<file path="src/fifo_port_pkg.sv">
// Constants shared by the byte-port status block, its checker and its bench.
// Assumes one 10 MHz clock and a host cycle decoder that picks one register at a time.
package fifo_port_pkg;

  // ==========================================================================
  // Register selection and data widths
  localparam int ADDR_W = 4;
  localparam int DATA_W = 32;
  localparam int BYTE_W = 8;
  localparam logic [3:0] OFF_STATUS = 4'h0;
  localparam logic [3:0] OFF_BYTE_PORT = 4'h4;
  localparam logic [3:0] OFF_FEATURES = 4'h8;

  // ==========================================================================
  // Status register field positions
  localparam int STS_VALID_BIT = 7;
  localparam int STS_CMD_READY_BIT = 6;
  localparam int STS_EXECUTE_BIT = 5;
  localparam int STS_DATA_AVAIL_BIT = 4;
  localparam int STS_EXPECT_BIT = 3;
  localparam int STS_RETRY_BIT = 1;

  // ==========================================================================
  // Feature flag positions and fixed values
  localparam int CAP_FIXED_BURST_BIT = 8;
  localparam int CAP_READY_IRQ_BIT = 7;
  localparam int CAP_FALLING_BIT = 6;
  localparam int CAP_RISING_BIT = 5;
  localparam int CAP_LOW_BIT = 4;
  localparam int CAP_HIGH_BIT = 3;
  localparam int CAP_OWNER_CHG_BIT = 2;
  localparam int CAP_VALID_IRQ_BIT = 1;
  localparam int CAP_RESP_IRQ_BIT = 0;
  localparam logic [31:0] CAP_RESET = 32'h0000_0000;

  // ==========================================================================
  // Fill value for reads with no response byte behind them
  localparam logic [7:0] EMPTY_BYTE = 8'hFF;

  // ==========================================================================
  // Timing: idle window during which an unprompted move to Ready is allowed
  localparam longint CLK_HZ = 10000000;
  localparam longint TIMEOUT_B_MS = 2000;
  localparam int TIMEOUT_B_CYCLES = int'((TIMEOUT_B_MS * CLK_HZ) / 1000);

  // ==========================================================================
  // Command life cycle
  typedef enum logic [2:0] {
    ST_IDLE = 3'b000,
    ST_READY = 3'b001,
    ST_RECEPTION = 3'b010,
    ST_EXECUTION = 3'b011,
    ST_COMPLETION = 3'b100
  } port_state_t;

endpackage

</file>
<file path="src/byte_link_if.sv">
// Valid/ready byte link between the status block and its command buffer.
// Assumes both ends run on the same clock.
`timescale 1ns/10ps
`default_nettype none
interface byte_link_if #(
  parameter int WIDTH = 8
);
  logic valid;
  logic ready;
  logic [WIDTH-1:0] data;

  // ==========================================================================
  // Source drives data, sink answers with ready
  modport src (output valid, output data, input ready);
  modport snk (input valid, input data, output ready);
endinterface
`default_nettype wire

</file>
<file path="src/two_entry_buffer.sv">
// Small flip-flop FIFO holding command bytes on their way to the engine.
// Assumes a flush only while no push is offered; flush wins over push and pop.
`timescale 1ns/10ps
`default_nettype none
module two_entry_buffer #(
  parameter int WIDTH = 8,
  parameter int DEPTH = 2
) (
  // Clock and reset
  input wire logic clk,
  input wire logic srst,
  input wire logic flush,
  // Filling and draining sides
  byte_link_if.snk in_link,
  byte_link_if.src out_link
);
  localparam int PTR_W = (DEPTH > 1) ? $clog2(DEPTH) : 1;
  localparam int CNT_W = $clog2(DEPTH + 1);
  localparam logic [PTR_W-1:0] LAST_PTR = PTR_W'(DEPTH - 1);
  localparam logic [CNT_W-1:0] FULL_CNT = CNT_W'(DEPTH);

  logic [WIDTH-1:0] mem_ff [DEPTH];
  logic [PTR_W-1:0] wr_ptr_ff;
  logic [PTR_W-1:0] rd_ptr_ff;
  logic [CNT_W-1:0] count_ff;
  logic push;
  logic pop;

  // ==========================================================================
  // Honest full and empty; a full buffer stalls the writer
  assign in_link.ready = (count_ff != FULL_CNT);
  assign out_link.valid = (count_ff != '0);
  assign out_link.data = mem_ff[rd_ptr_ff];
  assign push = in_link.valid && in_link.ready;
  assign pop = out_link.valid && out_link.ready;

  // Storage, written only at the write pointer
  always_ff @(posedge clk) begin
    if (push) begin
      mem_ff[wr_ptr_ff] <= in_link.data;
    end
  end

  // Pointers wrap at the depth, not at a power of two
  always_ff @(posedge clk) begin
    if (srst || flush) begin
      wr_ptr_ff <= '0;
      rd_ptr_ff <= '0;
    end else begin
      if (push) begin
        wr_ptr_ff <= (wr_ptr_ff == LAST_PTR) ? '0 : wr_ptr_ff + 1'b1;
      end
      if (pop) begin
        rd_ptr_ff <= (rd_ptr_ff == LAST_PTR) ? '0 : rd_ptr_ff + 1'b1;
      end
    end
  end

  // Fill level
  always_ff @(posedge clk) begin
    if (srst || flush) begin
      count_ff <= '0;
    end else if (push && !pop) begin
      count_ff <= count_ff + 1'b1;
    end else if (pop && !push) begin
      count_ff <= count_ff - 1'b1;
    end
  end
endmodule
`default_nettype wire

</file>
<file path="src/fifo_status_port.sv">
// Host byte port, status register and feature flags of the command interface.
// Assumes the host cycle decoder shares clk, holds a request until acknowledged,
// and turns host_wait into wait-sync cycles on the bus.
`timescale 1ns/10ps
`default_nettype none
module fifo_status_port #(
  parameter int TIMEOUT_B_CYCLES = fifo_port_pkg::TIMEOUT_B_CYCLES,
  parameter bit AUTO_READY = 1'b1,
  parameter bit FIXED_BURST = 1'b1,
  parameter bit READY_IRQ = 1'b0,
  parameter bit FALLING_TRIG = 1'b0,
  parameter bit RISING_TRIG = 1'b0,
  parameter bit HIGH_TRIG = 1'b0,
  parameter bit VALID_IRQ = 1'b0
) (
  // Clock and reset
  input wire logic clk,
  input wire logic srst,
  // Host register cycles
  input wire logic host_req,
  input wire logic host_write,
  input wire logic [fifo_port_pkg::ADDR_W-1:0] host_addr,
  input wire logic [fifo_port_pkg::DATA_W-1:0] host_wdata,
  output logic host_wait,
  output logic host_ack,
  output logic [fifo_port_pkg::DATA_W-1:0] host_rdata,
  // Command bytes towards the engine
  output logic cmd_valid,
  input wire logic cmd_ready,
  output logic [fifo_port_pkg::BYTE_W-1:0] cmd_data,
  input wire logic cmd_last,
  // Execution control
  output logic exec_start,
  output logic cmd_abort,
  input wire logic exec_done,
  // Response bytes from the engine
  input wire logic rsp_valid,
  input wire logic [fifo_port_pkg::BYTE_W-1:0] rsp_data,
  input wire logic rsp_last,
  output logic rsp_ready,
  output logic rsp_rewind,
  // Visible state
  output fifo_port_pkg::port_state_t port_state
);

  // ==========================================================================
  // Declarations
  fifo_port_pkg::port_state_t state_ff;
  fifo_port_pkg::port_state_t nxt_state;
  logic expect_ff;
  logic nxt_expect;
  logic data_avail_ff;
  logic nxt_data_avail;
  logic ack_ff;
  logic [fifo_port_pkg::DATA_W-1:0] rdata_ff;
  logic [31:0] idle_cnt_ff;
  logic idle_window_open;
  logic exec_start_ff;
  logic abort_ff;
  logic rewind_ff;
  logic flush;
  logic take;
  logic sel_status;
  logic sel_port;
  logic sel_feat;
  logic port_wr;
  logic port_rd;
  logic sts_wr;
  logic wr_cmd_ready;
  logic wr_execute;
  logic wr_retry;
  logic byte_push;
  logic rsp_pop;
  logic [fifo_port_pkg::BYTE_W-1:0] port_byte;
  logic [fifo_port_pkg::DATA_W-1:0] status_word;
  logic [fifo_port_pkg::DATA_W-1:0] feature_word;
  logic [fifo_port_pkg::DATA_W-1:0] read_word;

  byte_link_if #(.WIDTH(fifo_port_pkg::BYTE_W)) push_link ();
  byte_link_if #(.WIDTH(fifo_port_pkg::BYTE_W)) drain_link ();

  // ==========================================================================
  // Register selection
  // A request is looked at once per cycle while no answer is pending
  assign sel_status = (host_addr == fifo_port_pkg::OFF_STATUS);
  assign sel_port = (host_addr == fifo_port_pkg::OFF_BYTE_PORT);
  assign sel_feat = (host_addr == fifo_port_pkg::OFF_FEATURES);

  // Writes of zero carry no meaning, so only ones are decoded
  assign wr_cmd_ready = host_wdata[fifo_port_pkg::STS_CMD_READY_BIT];
  assign wr_execute = host_wdata[fifo_port_pkg::STS_EXECUTE_BIT];
  assign wr_retry = host_wdata[fifo_port_pkg::STS_RETRY_BIT];

  // ==========================================================================
  // Command byte push and wait-sync
  // stall full buffer
  // A byte the buffer cannot hold keeps the cycle open instead of vanishing
  assign push_link.valid = host_req && !ack_ff && host_write && sel_port &&
                           (state_ff == fifo_port_pkg::ST_READY ||
                            (state_ff == fifo_port_pkg::ST_RECEPTION && expect_ff));
  assign push_link.data = host_wdata[fifo_port_pkg::BYTE_W-1:0];
  assign byte_push = push_link.valid && push_link.ready;
  assign host_wait = push_link.valid && !push_link.ready;
  assign take = host_req && !ack_ff && !host_wait;

  assign port_wr = take && host_write && sel_port;
  assign port_rd = take && !host_write && sel_port;
  assign sts_wr = take && host_write && sel_status;

  // ==========================================================================
  // Command buffer towards the engine
  two_entry_buffer #(
    .WIDTH(fifo_port_pkg::BYTE_W),
    .DEPTH(2)
  ) u_cmd_buf (
    .clk(clk),
    .srst(srst),
    .flush(flush),
    .in_link(push_link),
    .out_link(drain_link)
  );

  assign cmd_valid = drain_link.valid;
  assign cmd_data = drain_link.data;
  assign drain_link.ready = cmd_ready;

  // ==========================================================================
  // Idle window timer
  // Restarts on every entry to Idle and saturates, so a long idle stays closed
  always_ff @(posedge clk) begin
    if (srst || state_ff != fifo_port_pkg::ST_IDLE) begin
      idle_cnt_ff <= '0;
    end else if (idle_window_open) begin
      idle_cnt_ff <= idle_cnt_ff + 32'h0000_0001;
    end
  end

  assign idle_window_open = (idle_cnt_ff < 32'(TIMEOUT_B_CYCLES));

  // ==========================================================================
  // Next state of the command life cycle
  // Writes with more than one field set are left without effect
  always_comb begin
    logic one_hot;
    one_hot = (32'(wr_cmd_ready) + 32'(wr_execute) + 32'(wr_retry)) == 32'h1;
    nxt_state = state_ff;
    nxt_expect = expect_ff;
    nxt_data_avail = data_avail_ff;
    case (state_ff)
      fifo_port_pkg::ST_IDLE: begin
        if (sts_wr && one_hot && wr_cmd_ready) begin
          nxt_state = fifo_port_pkg::ST_READY;
        end else if (AUTO_READY && idle_window_open && !drain_link.valid) begin
          nxt_state = fifo_port_pkg::ST_READY;
        end
        nxt_expect = 1'b0;
        nxt_data_avail = 1'b0;
      end
      fifo_port_pkg::ST_READY: begin
        if (byte_push) begin
          nxt_state = fifo_port_pkg::ST_RECEPTION;
          nxt_expect = 1'b1;
        end
      end
      fifo_port_pkg::ST_RECEPTION: begin
        if (sts_wr && one_hot && wr_cmd_ready) begin
          nxt_state = fifo_port_pkg::ST_IDLE;
          nxt_expect = 1'b0;
          nxt_data_avail = 1'b0;
        end else if (sts_wr && one_hot && wr_execute && !expect_ff) begin
          nxt_state = fifo_port_pkg::ST_EXECUTION;
        end else if (cmd_last) begin
          nxt_expect = 1'b0;
        end
      end
      fifo_port_pkg::ST_EXECUTION: begin
        if (sts_wr && one_hot && wr_cmd_ready) begin
          nxt_state = fifo_port_pkg::ST_IDLE;
        end else if (exec_done) begin
          nxt_state = fifo_port_pkg::ST_COMPLETION;
          nxt_data_avail = 1'b1;
        end
        nxt_expect = 1'b0;
      end
      fifo_port_pkg::ST_COMPLETION: begin
        if (sts_wr && one_hot && wr_cmd_ready) begin
          nxt_state = fifo_port_pkg::ST_IDLE;
          nxt_data_avail = 1'b0;
        end else if (sts_wr && one_hot && wr_retry) begin
          nxt_data_avail = 1'b1;
        end else if (rsp_pop && rsp_last) begin
          nxt_data_avail = 1'b0;
        end
      end
      default: begin
        nxt_state = fifo_port_pkg::ST_IDLE;
        nxt_expect = 1'b0;
        nxt_data_avail = 1'b0;
      end
    endcase
  end

  // State and status flags
  always_ff @(posedge clk) begin
    if (srst) begin
      state_ff <= fifo_port_pkg::ST_IDLE;
      expect_ff <= 1'b0;
      data_avail_ff <= 1'b0;
    end else begin
      state_ff <= nxt_state;
      expect_ff <= nxt_expect;
      data_avail_ff <= nxt_data_avail;
    end
  end

  // ==========================================================================
  // Engine control pulses
  // Abort also empties the buffer so the next command starts clean
  assign flush = abort_ff;

  always_ff @(posedge clk) begin
    if (srst) begin
      exec_start_ff <= 1'b0;
      abort_ff <= 1'b0;
      rewind_ff <= 1'b0;
    end else begin
      exec_start_ff <= (state_ff == fifo_port_pkg::ST_RECEPTION) &&
                       (nxt_state == fifo_port_pkg::ST_EXECUTION);
      abort_ff <= (state_ff != fifo_port_pkg::ST_IDLE) &&
                  (state_ff != fifo_port_pkg::ST_READY) &&
                  (nxt_state == fifo_port_pkg::ST_IDLE);
      rewind_ff <= (state_ff == fifo_port_pkg::ST_COMPLETION) && sts_wr &&
                   wr_retry && !wr_cmd_ready && !wr_execute;
    end
  end

  assign exec_start = exec_start_ff;
  assign cmd_abort = abort_ff;
  assign rsp_rewind = rewind_ff;

  // ==========================================================================
  // Response byte pop
  // Only a read while data is shown consumes a byte from the engine
  assign rsp_pop = port_rd && (state_ff == fifo_port_pkg::ST_COMPLETION) &&
                   data_avail_ff && rsp_valid;
  assign rsp_ready = rsp_pop;

  assign port_byte = rsp_pop ? rsp_data : fifo_port_pkg::EMPTY_BYTE;

  // ==========================================================================
  // Read words
  // Execute and retry are write-only and read back as zero
  always_comb begin
    status_word = '0;
    status_word[fifo_port_pkg::STS_VALID_BIT] = 1'b1;
    status_word[fifo_port_pkg::STS_CMD_READY_BIT] = (state_ff == fifo_port_pkg::ST_READY);
    status_word[fifo_port_pkg::STS_DATA_AVAIL_BIT] = data_avail_ff;
    status_word[fifo_port_pkg::STS_EXPECT_BIT] = expect_ff;
  end

  always_comb begin
    feature_word = fifo_port_pkg::CAP_RESET;
    feature_word[fifo_port_pkg::CAP_FIXED_BURST_BIT] = FIXED_BURST;
    feature_word[fifo_port_pkg::CAP_READY_IRQ_BIT] = READY_IRQ;
    feature_word[fifo_port_pkg::CAP_FALLING_BIT] = FALLING_TRIG;
    feature_word[fifo_port_pkg::CAP_RISING_BIT] = RISING_TRIG;
    feature_word[fifo_port_pkg::CAP_HIGH_BIT] = HIGH_TRIG;
    feature_word[fifo_port_pkg::CAP_LOW_BIT] = 1'b1;
    feature_word[fifo_port_pkg::CAP_OWNER_CHG_BIT] = 1'b1;
    feature_word[fifo_port_pkg::CAP_VALID_IRQ_BIT] = VALID_IRQ;
    feature_word[fifo_port_pkg::CAP_RESP_IRQ_BIT] = 1'b1;
  end

  // Unmapped selections read as zero
  always_comb begin
    if (sel_status) begin
      read_word = status_word;
    end else if (sel_port) begin
      read_word = {{(fifo_port_pkg::DATA_W - fifo_port_pkg::BYTE_W){1'b0}}, port_byte};
    end else if (sel_feat) begin
      read_word = feature_word;
    end else begin
      read_word = '0;
    end
  end

  // ==========================================================================
  // Answer to the host
  // One-cycle acknowledge; the host must drop its request on it
  always_ff @(posedge clk) begin
    if (srst) begin
      ack_ff <= 1'b0;
      rdata_ff <= '0;
    end else begin
      ack_ff <= take;
      if (take && !host_write) begin
        rdata_ff <= read_word;
      end
    end
  end

  assign host_ack = ack_ff;
  assign host_rdata = rdata_ff;
  assign port_state = state_ff;

endmodule
`default_nettype wire

</file>
<file path="config.mk">
export PLATFORM = sky130hd
export DESIGN_NAME = fifo_status_port
export DESIGN_NICKNAME = d
export VERILOG_FILES = /design/src/fifo_port_pkg.sv /design/src/byte_link_if.sv /design/src/two_entry_buffer.sv /design/src/fifo_status_port.sv
export SDC_FILE = /design/constraint.sdc
export NUM_CORES = 1
export LEC_CHECK = 0
export BUFFER_PORTS_ARGS = -buffer_cell sky130_fd_sc_hd__buf_4
export CAP_MARGIN = 20
export CORE_MARGIN = 2
export CORE_UTILIZATION = 46
export CTS_BUF_LIST = sky130_fd_sc_hd__clkbuf_16
export DETAILED_ROUTE_END_ITERATION = 8
export GPL_TIMING_DRIVEN = 0
export PLACE_DENSITY = 0.75
export SLEW_MARGIN = 20
export SYNTH_ARGS = -nofsm -noshare
export SYNTH_HDL_FRONTEND = slang
export SYNTH_SLANG_ARGS = --single-unit
</file>
<file path="constraint.sdc">
create_clock -name clk -period 2.05 [get_ports clk]
set_clock_uncertainty 0.1 [all_clocks]
set_input_delay 0.1025 -clock clk [delete_from_list [all_inputs] [get_ports clk]]
set_output_delay 0.1025 -clock clk [all_outputs]
set_load 0.1 [all_outputs]
</file>
==> flow_metrics.tcl, run 1 <==
set metrics [dict create \
    cp.required_ns 2.16 \
    route.detailed.drc 0 \
    routed-wl-met3_um 450 \
    min_path_type "in -> reg" \
    finalMaxSlewViolations 0 \
    setup_violations 0 \
    cpPeakStageDelay_ns 0.61 \
    postSynthAreaPerCell_um2 9.17 \
    dp_hpwl_um 5420 \
    die_area_mm2 0.00814 \
    clkLatencyLatePin_ns 0.33 \
    fin_tns_setup_ns 0 \
    ys_ff_latch 71 \
    layout.nets 536 \
    grt_first_pass_wirelength_um 13600 \
    rows 31 \
    ys_seq_area_share_pct 46.2 \
    nFillCells 546 \
    wl_met2_um 4100 \
    gp_congestion 0.882 \
    die_x_um 90.2 \
    r2r_slack_ns 0.07 \
    p_sw_uw 1560 \
    first_pass_iters 4 \
    combPwrFrac_pct 29.2 \
    ctsLongestPathBuffers 2 \
    cts_max_level 3 \
    p_sw_share_pct 34.7 \
    vias 3036 \
    synth_area_mm2 0.00342 \
    synth_cells 373 \
    async_flop_share_pct 0 \
    area_growth_pct 40.5 \
    seqPwrFrac_pct 34.1 \
    design.core.area_mm2 0.00721 \
    clk_pin_slew_ns 0.06 \
    fin_crit_sh_pct 97.5 \
    cts_tree "yes" \
    hold_violations 0 \
    power.leakage_uw 0.00190 \
    clkPwrFrac_pct 36.7 \
    timing.slew.headroom_pct 52.6 \
    critical_path.cell_chain "buf_4 -> or4_4 -> or4_4 -> nand2_4 -> mux2i_2 -> o21ai_2 -> mux2_1" \
    worst_slew_pin_slew_ns 0.705 \
    drive_above_1_share_pct 33.8 \
    critical_path.slowest_cell "or4_4" \
    wl_per_cell_um 14.2 \
    internal-power_uw 2940 \
    cp-end-kind "register" \
    crit_type "in -> reg" \
    grt_max_degree 14 \
    grtUsageTotal_pct 20.5 \
    synth_ff_type "dfxtp_1" \
    worstPathArrival_ns 2.11 \
    clkSinkCount 71 \
    io_pins 103 \
    p_per_area_mw_per_mm2 937 \
    overflow 0 \
    synth_warnings 0 \
    ir_worst_vdd_mv 0.712 \
    num_antenna_cells 0 \
    ant_nets 0 \
    via_per_inst 5.20 \
    wl_met1_um 3600 \
    setup.worst_path.start_class "input port" \
    grt_pass1_vias 2920 \
    max_freq_mhz 500 \
    initial_core_util_pct 47.4 \
    synth_edf_count 16 \
    period_needed_ns 2.00 \
    drt_iter0_drc 165 \
    io_buffers 54 \
    cts_buffers 9 \
    crit_path_frequent_cell "or4_4" \
    die-height_um 90.2 \
    path_max_fanout 6 \
    antenna_found_initial 0 \
    cts_root_buffer "clkbuf_16" \
    routed_wl_um 8310 \
    power_uw 4500 \
    drv_cap 0 \
    top_layer_used "met4" \
    status "finished, final reports clean" \
    synthDistinctLibCells 53 \
]
==> stage by stage <==
stage | utilization (%) | area [µm²] | cells | hold slack, ns | setup WS [ns]
finish | 66.6 | 4810 | 584 | 0.00244 | 0.0506
global route | 66.6 | 4810 | 584 | 0.0243 | -0.0179
CTS | 64.3 | 4640 | 579 | 0.00110 | -0.00142
detailed placement | 56.4 | 4070 | 548 | 0.195 | -0.482
global placement | 56.4 | 4070 | 548 | 0.191 | -0.468
floorplan | - | 3540 | 395 | 0.101 | -0.0550
==> power by group through the flow <==
stage / sequential (µW) / combinational, µW / clock (µW)
floorplan: 1660 / 817 / 0
global placement: 1550 / 1130 / 0
detailed placement: 1560 / 1140 / 0
CTS: 1530 / 1190 / 1680
global route: 1540 / 1380 / 1740
finish: 1530 / 1320 / 1650
==> per-layer routing <==
layer  global-route usage (%)  up-vias
li1                         -     1499
met1                     26.6     1417
met2                     33.4      107
met3                     3.52       13
met4                     9.74        0
met5                        0        -
==> sequential cells by signal (all words and copies together), names as in the netlist, named ones only <==
register and flops:
cmd_abort 1, data_avail_ff 1, exec_start 1, expect_ff 1
host_ack 1, host_rdata 9, idle_cnt_ff 32, port_state 3
rsp_rewind 1, u_cmd_buf.count_ff 2, u_cmd_buf.mem_ff 16, u_cmd_buf.rd_ptr_ff 1
u_cmd_buf.wr_ptr_ff 1
==> final timing paths <==
| check | startpoint | to | depth (start not counted) |
|---|---|---|---|
| min | rsp_data[2] | host_rdata[2] | 3 |
| min reg2reg | idle_cnt_ff[31] | idle_cnt_ff[31] | 1 |
| max reg2reg | host_ack | u_cmd_buf.count_ff[1] | 10 |
| max | host_addr[3] | data_avail_ff | 7 |
==> final cells by class <==
class / count / area [µm²] / area share, %
buffer: 36 / 243 / 5.05
clock buffer: 9 / 225 / 4.69
clock inverter: 7 / 97.6 / 2.03
inverter: 6 / 28.8 / 0.599
multi-input combinational: 277 / 1850 / 38.5
sequential: 71 / 1600 / 33.3
tap: 99 / 124 / 2.58
timing repair buffer: 79 / 639 / 13.3
==> Yosys cell counts (2+ instances only) <==
| library cell | count | area (µm²) |
|---|---|---|
| dfxtp_1 | 55 | 1100 |
| nor2_1 | 47 | 176 |
| nor3_1 | 26 | 130 |
| nand2_1 | 25 | 93.8 |
| buf_4 | 23 | 173 |
| xnor2_1 | 23 | 201 |
| a21oi_1 | 16 | 80.1 |
| edfxtp_1 | 16 | 480 |
| clkbuf_1 | 14 | 52.6 |
| nand3_1 | 11 | 55.1 |
| nand4_1 | 11 | 68.8 |
| mux2_2 | 8 | 90.1 |
| nor4_1 | 8 | 50.1 |
| o21ai_0 | 8 | 40.0 |
| and2_1 | 7 | 43.8 |
| and3_1 | 6 | 37.5 |
| inv_1 | 6 | 22.5 |
| nand2b_1 | 6 | 37.5 |
| a22oi_1 | 4 | 30.0 |
| and4_1 | 4 | 35.0 |
| a211oi_1 | 3 | 22.5 |
| a31o_2 | 3 | 26.3 |
| nor2b_1 | 3 | 18.8 |
| xor2_1 | 3 | 26.3 |
| a31oi_1 | 2 | 12.5 |
| buf_1 | 2 | 7.51 |
| buf_2 | 2 | 10.0 |
| ha_1 | 2 | 25.0 |
| nand3b_1 | 2 | 15.0 |
| nor3b_1 | 2 | 15.0 |
| o211ai_1 | 2 | 15.0 |
| o22ai_1 | 2 | 12.5 |
==> placed cells by master (no fill, tap or decap), drive strengths merged, types with 3 or more instances in the layout <==
cell	n
edfxtp	16
and2	7
nor4	9
clkbuf	19
nand2	26
clkinvlp	3
nor2	47
xnor2	23
a22oi	4
o21ai	10
nor4b	3
mux2	9
nand4	11
a31o	3
xor2	3
buf	91
nor2b	3
a21oi	16
inv	5
nand2b	6
nand3	11
dlygate4sd3	14
and3	6
clkinv	3
conb	23
dfxtp	55
a211oi	3
and4	4
nor3	26
==> kinds of logic (layout without fill, tap and decap cells) <==
logic type,Yosys count,after routing,share of synthesized area [%]
XOR/XNOR,26,26,6.66
buffers and inverters,47,137,7.76
multiplexers,10,10,3.26
adder cells (fa/ha/maj),3,3,1.32
flip-flops,71,71,46.2
AND/OR/NAND/NOR,169,169,26.2
AO/OA/AOI/OAI,46,46,8.45
other,1,23,0.110
==> critical path: cells and delay by family <==
family | cells | cell delay [ns]
AO/OA/AOI/OAI | 1 | 0.07
buffers and inverters | 1 | 0.14
multiplexers | 2 | 0.55
AND/OR/NAND/NOR | 3 | 1.25
==> what timing repair did <==
item | CTS | global route
resized for setup | 19 | 36
setup buffers | 3 | 8
pin swaps | 3 | 10
hold buffers | 14 | 0
setup endpoints to repair | 38 | 32
hold endpoints to repair | 21 | 0
No activity file was read; power rests on OpenSTA's default activity.
==> inputs of run 2 (changes only) <==
- PLACE_DENSITY: 0.75 -> not set
- PLACE_DENSITY_LB_ADDON: not set -> 0.3
==> flow_metrics.tcl, run 2 (same netlist as run 1, synthesis figures left out) <==
set metrics [dict create \
    status "finished, final reports clean" \
    r2r_slack_ns 0.03 \
    area_growth_pct 40.7 \
    hold_start "host_addr[0]" \
    grtUsageTotal_pct 19.9 \
    final_cell_mix "buf_4, dfxtp_1, nor2_1" \
    routed_wl_um 8010 \
    dp_hpwl_um 5220 \
    num_antenna_cells 0 \
    drive_above_1_share_pct 32.7 \
    critical_path.slowest_cell "dfxtp_1" \
    regMostFlops "idle_cnt_ff" \
    clkLatencyLatePin_ns 0.33 \
    die-height_um 90.2 \
    grt_max_degree 15 \
    holdPathEnd "host_rdata[2]" \
    via_per_inst 5.13 \
    ir_worst_vdd_mv 0.839 \
    min_path_type "in -> reg" \
    timing.rr.end "idle_cnt_ff[10]" \
    critical_path.cell_chain "a211oi_2 -> o22ai_1 -> o211a_1 -> buf_4 -> nor4_2 -> xnor2_1 -> nor2_1" \
    cpPeakStageDelay_ns 0.39 \
    path_max_fanout 10 \
    die_x_um 90.2 \
    hold_path_depth 4 \
    final_core_utilization_pct 66.7 \
    cp.required_ns 2.14 \
    route.detailed.drc 0 \
    fin_cells 589 \
    crit_buf_inv 1 \
    largest_reg_flops 32 \
    layout.nets 541 \
    drt_iter0_drc 142 \
    hold_violations 0 \
    die_area_mm2 0.00814 \
    ctsLongestPathBuffers 2 \
    cts_tree "yes" \
    initial_core_util_pct 47.4 \
    io_pins 103 \
    ant_nets 0 \
    fin_crit_sh_pct 98.6 \
    io_buffers 54 \
    first_pass_iters 4 \
    final_common_cell "buf_4" \
    setup.worst_path.start_class "register" \
    setup_violations 0 \
    finalMaxSlewViolations 0 \
    worst_slew_pin_slew_ns 0.688 \
    rr_worst_depth 7 \
    rows 31 \
    cts_root_buffer "clkbuf_16" \
    timing.slew.headroom_pct 53.8 \
    dp.cells 548 \
    grt_pass1_vias 2904 \
    period_needed_ns 2.02 \
    power.leakage_uw 0.00191 \
    crit_family "compound AO/OA/AOI/OAI gates" \
    gp_congestion 0.846 \
    grt_first_pass_wirelength_um 13300 \
    vias 3024 \
    drv_cap 0 \
    overflow 0 \
    nFillCells 590 \
    crit_type "reg -> reg" \
    clk_pin_slew_ns 0.06 \
    rsz0062_at_grt "true" \
    max_freq_mhz 495 \
    wl_per_cell_um 13.6 \
    clkSinkCount 71 \
    worstPathArrival_ns 2.11 \
    design.core.area_mm2 0.00721 \
    antenna_found_initial 0 \
    r2r_start "idle_cnt_ff[14]" \
    cts_max_level 3 \
    cp-end-kind "register" \
    cts_buffers 9 \
    p_per_area_mw_per_mm2 898 \
]
==> run 2: changes by cell type in the layout (fill, tap and decap cells not counted), moves of 2 or more <==
cell | before | now
inv_6 | 0 | 3
dlygate4sd3_1 | 14 | 18
dfxtp_2 | 2 | 0
dfxtp_1 | 49 | 51
==> run 2: area by class of cell <==
class,count,area [µm²],area share (%)
plain buffers,37,240,4.99
clock buffers,9,225,4.68
clock inverters,7,77.6,1.61
inverters,6,28.8,0.598
multi-input cells,277,1840,38.2
flip-flops and latches,71,1600,33.2
well taps,99,124,2.58
repair buffers,83,679,14.1
==> run 2: worst max-delay path by stage <==
stage | start | to | slack, ns | cells after the start
2_1_floorplan | host_addr[3] | data_avail_ff | -0.05 | 7
3_3_place_gp | host_addr[3] | u_cmd_buf.mem_ff[0][3] | -0.47 | 5
3_5_place_dp | host_addr[3] | u_cmd_buf.mem_ff[0][3] | -0.47 | 5
4_1_cts | host_ack | data_avail_ff | -0.02 | 6
5_1_grt | idle_cnt_ff[14] | idle_cnt_ff[10] | -0.09 | 7
6_report | idle_cnt_ff[14] | idle_cnt_ff[10] | 0.03 | 7
==> run 2: routing by layer <==
layer  vias up  wire (µm)  GRT usage (%)  share of wire [%]
li1       1507          -              -                  -
met1      1392       3540           25.5                 44
met2       108       3860           33.1                 48
met3        17        404           3.94                5.0
met4         0        205           7.69                2.6
met5         -          0              0                  0
==> run 2: what timing repair did <==
action / 4_1_cts / 5_1_grt
endpoints found under the hold margin: 24 / 0
buffers inserted: 1 / 10
pin swaps: 1 / 6
hold buffers: 18 / 0
gates cloned: 0 / 0
gates resized for setup: 19 / 21
setup endpoints to repair: 27 / 34
==> run 2: worst register-to-register path, cell delays in order, from the launching register on <==
cell and delay [ns]:
dfxtp_1 0.39, a211oi_2 0.24, o22ai_1 0.11, o211a_1 0.27, buf_4 0.21, nor4_2 0.29, xnor2_1 0.19, nor2_1 0.09
==> run 2: through the flow <==
step	cell area, µm²	total power (µW)	TNS (ns)	hold slack, ns	setup WS [ns]
final	4810	4320	0	0.00237	0.0282
after global routing	4810	4470	-0.302	0.0167	-0.0889
after CTS	4640	4290	-0.0184	0.00264	-0.0184
after detailed placement	4070	2690	-8.09	0.195	-0.468
after global placement	4070	2680	-8.13	0.190	-0.469
after floorplan	3540	2470	-0.126	0.101	-0.0550
==> run 2: where the power goes <==
| group | internal (µW) | leakage [µW] | switching, µW |
|---|---|---|---|
| sequential | 1490 | 0.000591 | 47.3 |
| clock | 954 | 0.000147 | 621 |
| combinational | 324 | 0.00117 | 890 |
| total | 2760 | 0.00191 | 1560 |
==> inputs of run 3 (changes only) <==
- CORE_MARGIN: 2 -> 5
- CORE_UTILIZATION: 46 -> 40
- CTS_CLUSTER_SIZE: not set -> 40
==> flow_metrics.tcl, run 3 (same netlist as run 1, synthesis figures left out) <==
set metrics [dict create \
    cts_max_level 3 \
    area_growth_pct 35.9 \
    max_freq_mhz 495 \
    cp-end-kind "register" \
    setup.worst_path.start_class "register" \
    largest_reg_flops 32 \
    hold_violations 0 \
    critical_path.cell_chain "nand3b_1 -> buf_4 -> or4_4 -> nand2_2 -> mux2i_1 -> o21ai_2 -> mux2_1" \
    internal-power_uw 2590 \
    grt_max_degree 13 \
    setup_violations 0 \
    regMostFlops "idle_cnt_ff" \
    seqPwrFrac_pct 37.9 \
    cp.required_ns 2.15 \
    drv_cap 0 \
    timing.rr.end "data_avail_ff" \
    ctsLongestPathBuffers 2 \
    r2r_start "host_ack" \
    regArea_mm2 0.00160 \
    cts_root_buffer "clkbuf_16" \
    clk_pin_slew_ns 0.05 \
    status "finished, final reports clean" \
    die_x_um 102 \
    drive_above_1_share_pct 30.3 \
    nFillCells 732 \
    io_buffers 54 \
    layout.nets 533 \
    combPwrFrac_pct 29.4 \
    ir_worst_vdd_mv 0.518 \
    drt_iter0_drc 197 \
    die_area_mm2 0.0105 \
    min_path_type "in -> reg" \
    crit_type "reg -> reg" \
    power.leakage_uw 0.00186 \
    r2r_slack_ns 0.03 \
    io_pins 103 \
    grt_first_pass_wirelength_um 12900 \
    grt_pass1_vias 2780 \
    path_max_fanout 6 \
    clkSinkCount 71 \
    initial_core_util_pct 41.4 \
    finalMaxSlewViolations 0 \
    final_cell_mix "buf_4, dfxtp_1, nor2_1" \
    crit_family "simple AND/OR/NAND/NOR gates" \
    dp_hpwl_um 5470 \
    dp.cells 554 \
    rows 33 \
    num_antenna_cells 0 \
    fin_tns_setup_ns 0 \
    wl_per_cell_um 13.2 \
    cts_buffers 9 \
    clkLatencyLatePin_ns 0.32 \
    worst_slew_pin_slew_ns 0.732 \
    power_uw 4050 \
    clkPwrFrac_pct 32.7 \
    multi_input_area_mm2 0.00179 \
    p_per_area_mw_per_mm2 871 \
    fin_cells 587 \
    gp_congestion 0.888 \
    rr_worst_depth 7 \
    timing.slew.headroom_pct 50.8 \
    crit_buf_inv 1 \
    via_per_inst 5.01 \
    routed_wl_um 7770 \
    die-height_um 102 \
    p_sw_uw 1450 \
    cts_tree "yes" \
    period_needed_ns 2.02 \
    critical_path.slowest_cell "or4_4" \
    design.core.area_mm2 0.00826 \
    ant_nets 0 \
    overflow 0 \
    hold_path_depth 3 \
    holdPathEnd "host_rdata[6]" \
    final_common_cell "buf_4" \
    antenna_found_initial 0 \
    cpPeakStageDelay_ns 0.44 \
    first_pass_iters 4 \
    grtUsageTotal_pct 15.6 \
    worstPathArrival_ns 2.13 \
    hold_start "rsp_data[6]" \
    p_sw_share_pct 35.9 \
    rsz0062_at_grt "true" \
    fin_crit_sh_pct 98.6 \
    vias 2938 \
    route.detailed.drc 0 \
]
run 3: changes by cell type in the layout (fill, tap and decap cells not counted), moves of 3 or more:
cell | previous run | this run
clkinv_1 | 0 | 3
inv_6 | 3 | 0
nor4_4 | 3 | 0
dlygate4sd3_1 | 18 | 14
nand3_2 | 3 | 0
buf_4 | 87 | 83
run 3: cell type report:
type	instances	area share, %
buffer	38	5.25
sequential	71	34.4
timing repair buffer	74	13.0
tap	105	2.83
clock inverter	7	0.700
multi-input combinational	277	38.5
clock buffer	9	4.85
inverter	6	0.566
run 3: power groups by stage:
| stage | Combinational (µW) | Sequential, µW | Clock [µW] |
|---|---|---|---|
| final | 1190 | 1530 | 1320 |
| after global routing | 1260 | 1540 | 1440 |
| after CTS | 1180 | 1530 | 1370 |
| after detailed placement | 1140 | 1560 | 0 |
| after global placement | 1140 | 1550 | 0 |
| after floorplan | 817 | 1660 | 0 |
run 3: timing repair:
| action | in CTS | in global routing |
|---|---|---|
| hold buffers | 14 | 0 |
| hold endpoints to repair | 21 | 0 |
| cloned | 0 | 0 |
| setup endpoints to repair | 29 | 29 |
| gates resized for setup | 16 | 13 |
| setup buffers | 2 | 4 |
| pin swaps | 1 | 3 |
run 3: tightest hold or removal path: cells and delay by family:
kind | cells | cell delay (ns)
compound gates | 2 | 0.22
buf+inv | 1 | 0.07
run 3: routing by layer:
| layer | up-vias | wire (µm) | GRT usage [%] |
|---|---|---|---|
| li1 | 1498 | - | - |
| met1 | 1368 | 3540 | 20.4 |
| met2 | 70 | 3720 | 24.6 |
| met3 | 2 | 458 | 3.21 |
| met4 | 0 | 50 | 7.16 |
| met5 | - | 0 | 0 |
run 3: stage by stage:
step	hold slack [ns]	setup WS (ns)	utilization, %	area, µm²
finish	0.0170	0.0293	56.3	4650
detailed placement	0.192	-0.460	49.3	4080
global route	0.0271	-0.0245	56.3	4650
floorplan	0.101	-0.0550	-	3540
global placement	0.189	-0.511	49.3	4080
CTS	0.000888	-0.0780	55.2	4560
run 3: worst max-delay path by stage:
stage | to | startpoint | depth (start not counted) | slack [ns]
2_1_floorplan | data_avail_ff | host_addr[3] | 7 | -0.05
3_3_place_gp | u_cmd_buf.mem_ff[0][0] | host_addr[3] | 5 | -0.51
3_5_place_dp | u_cmd_buf.mem_ff[0][2] | host_addr[3] | 5 | -0.46
4_1_cts | rsp_ready | port_state[1] | 6 | -0.08
5_1_grt | u_cmd_buf.count_ff[1] | port_state[0] | 9 | -0.02
6_report | data_avail_ff | host_ack | 7 | 0.03
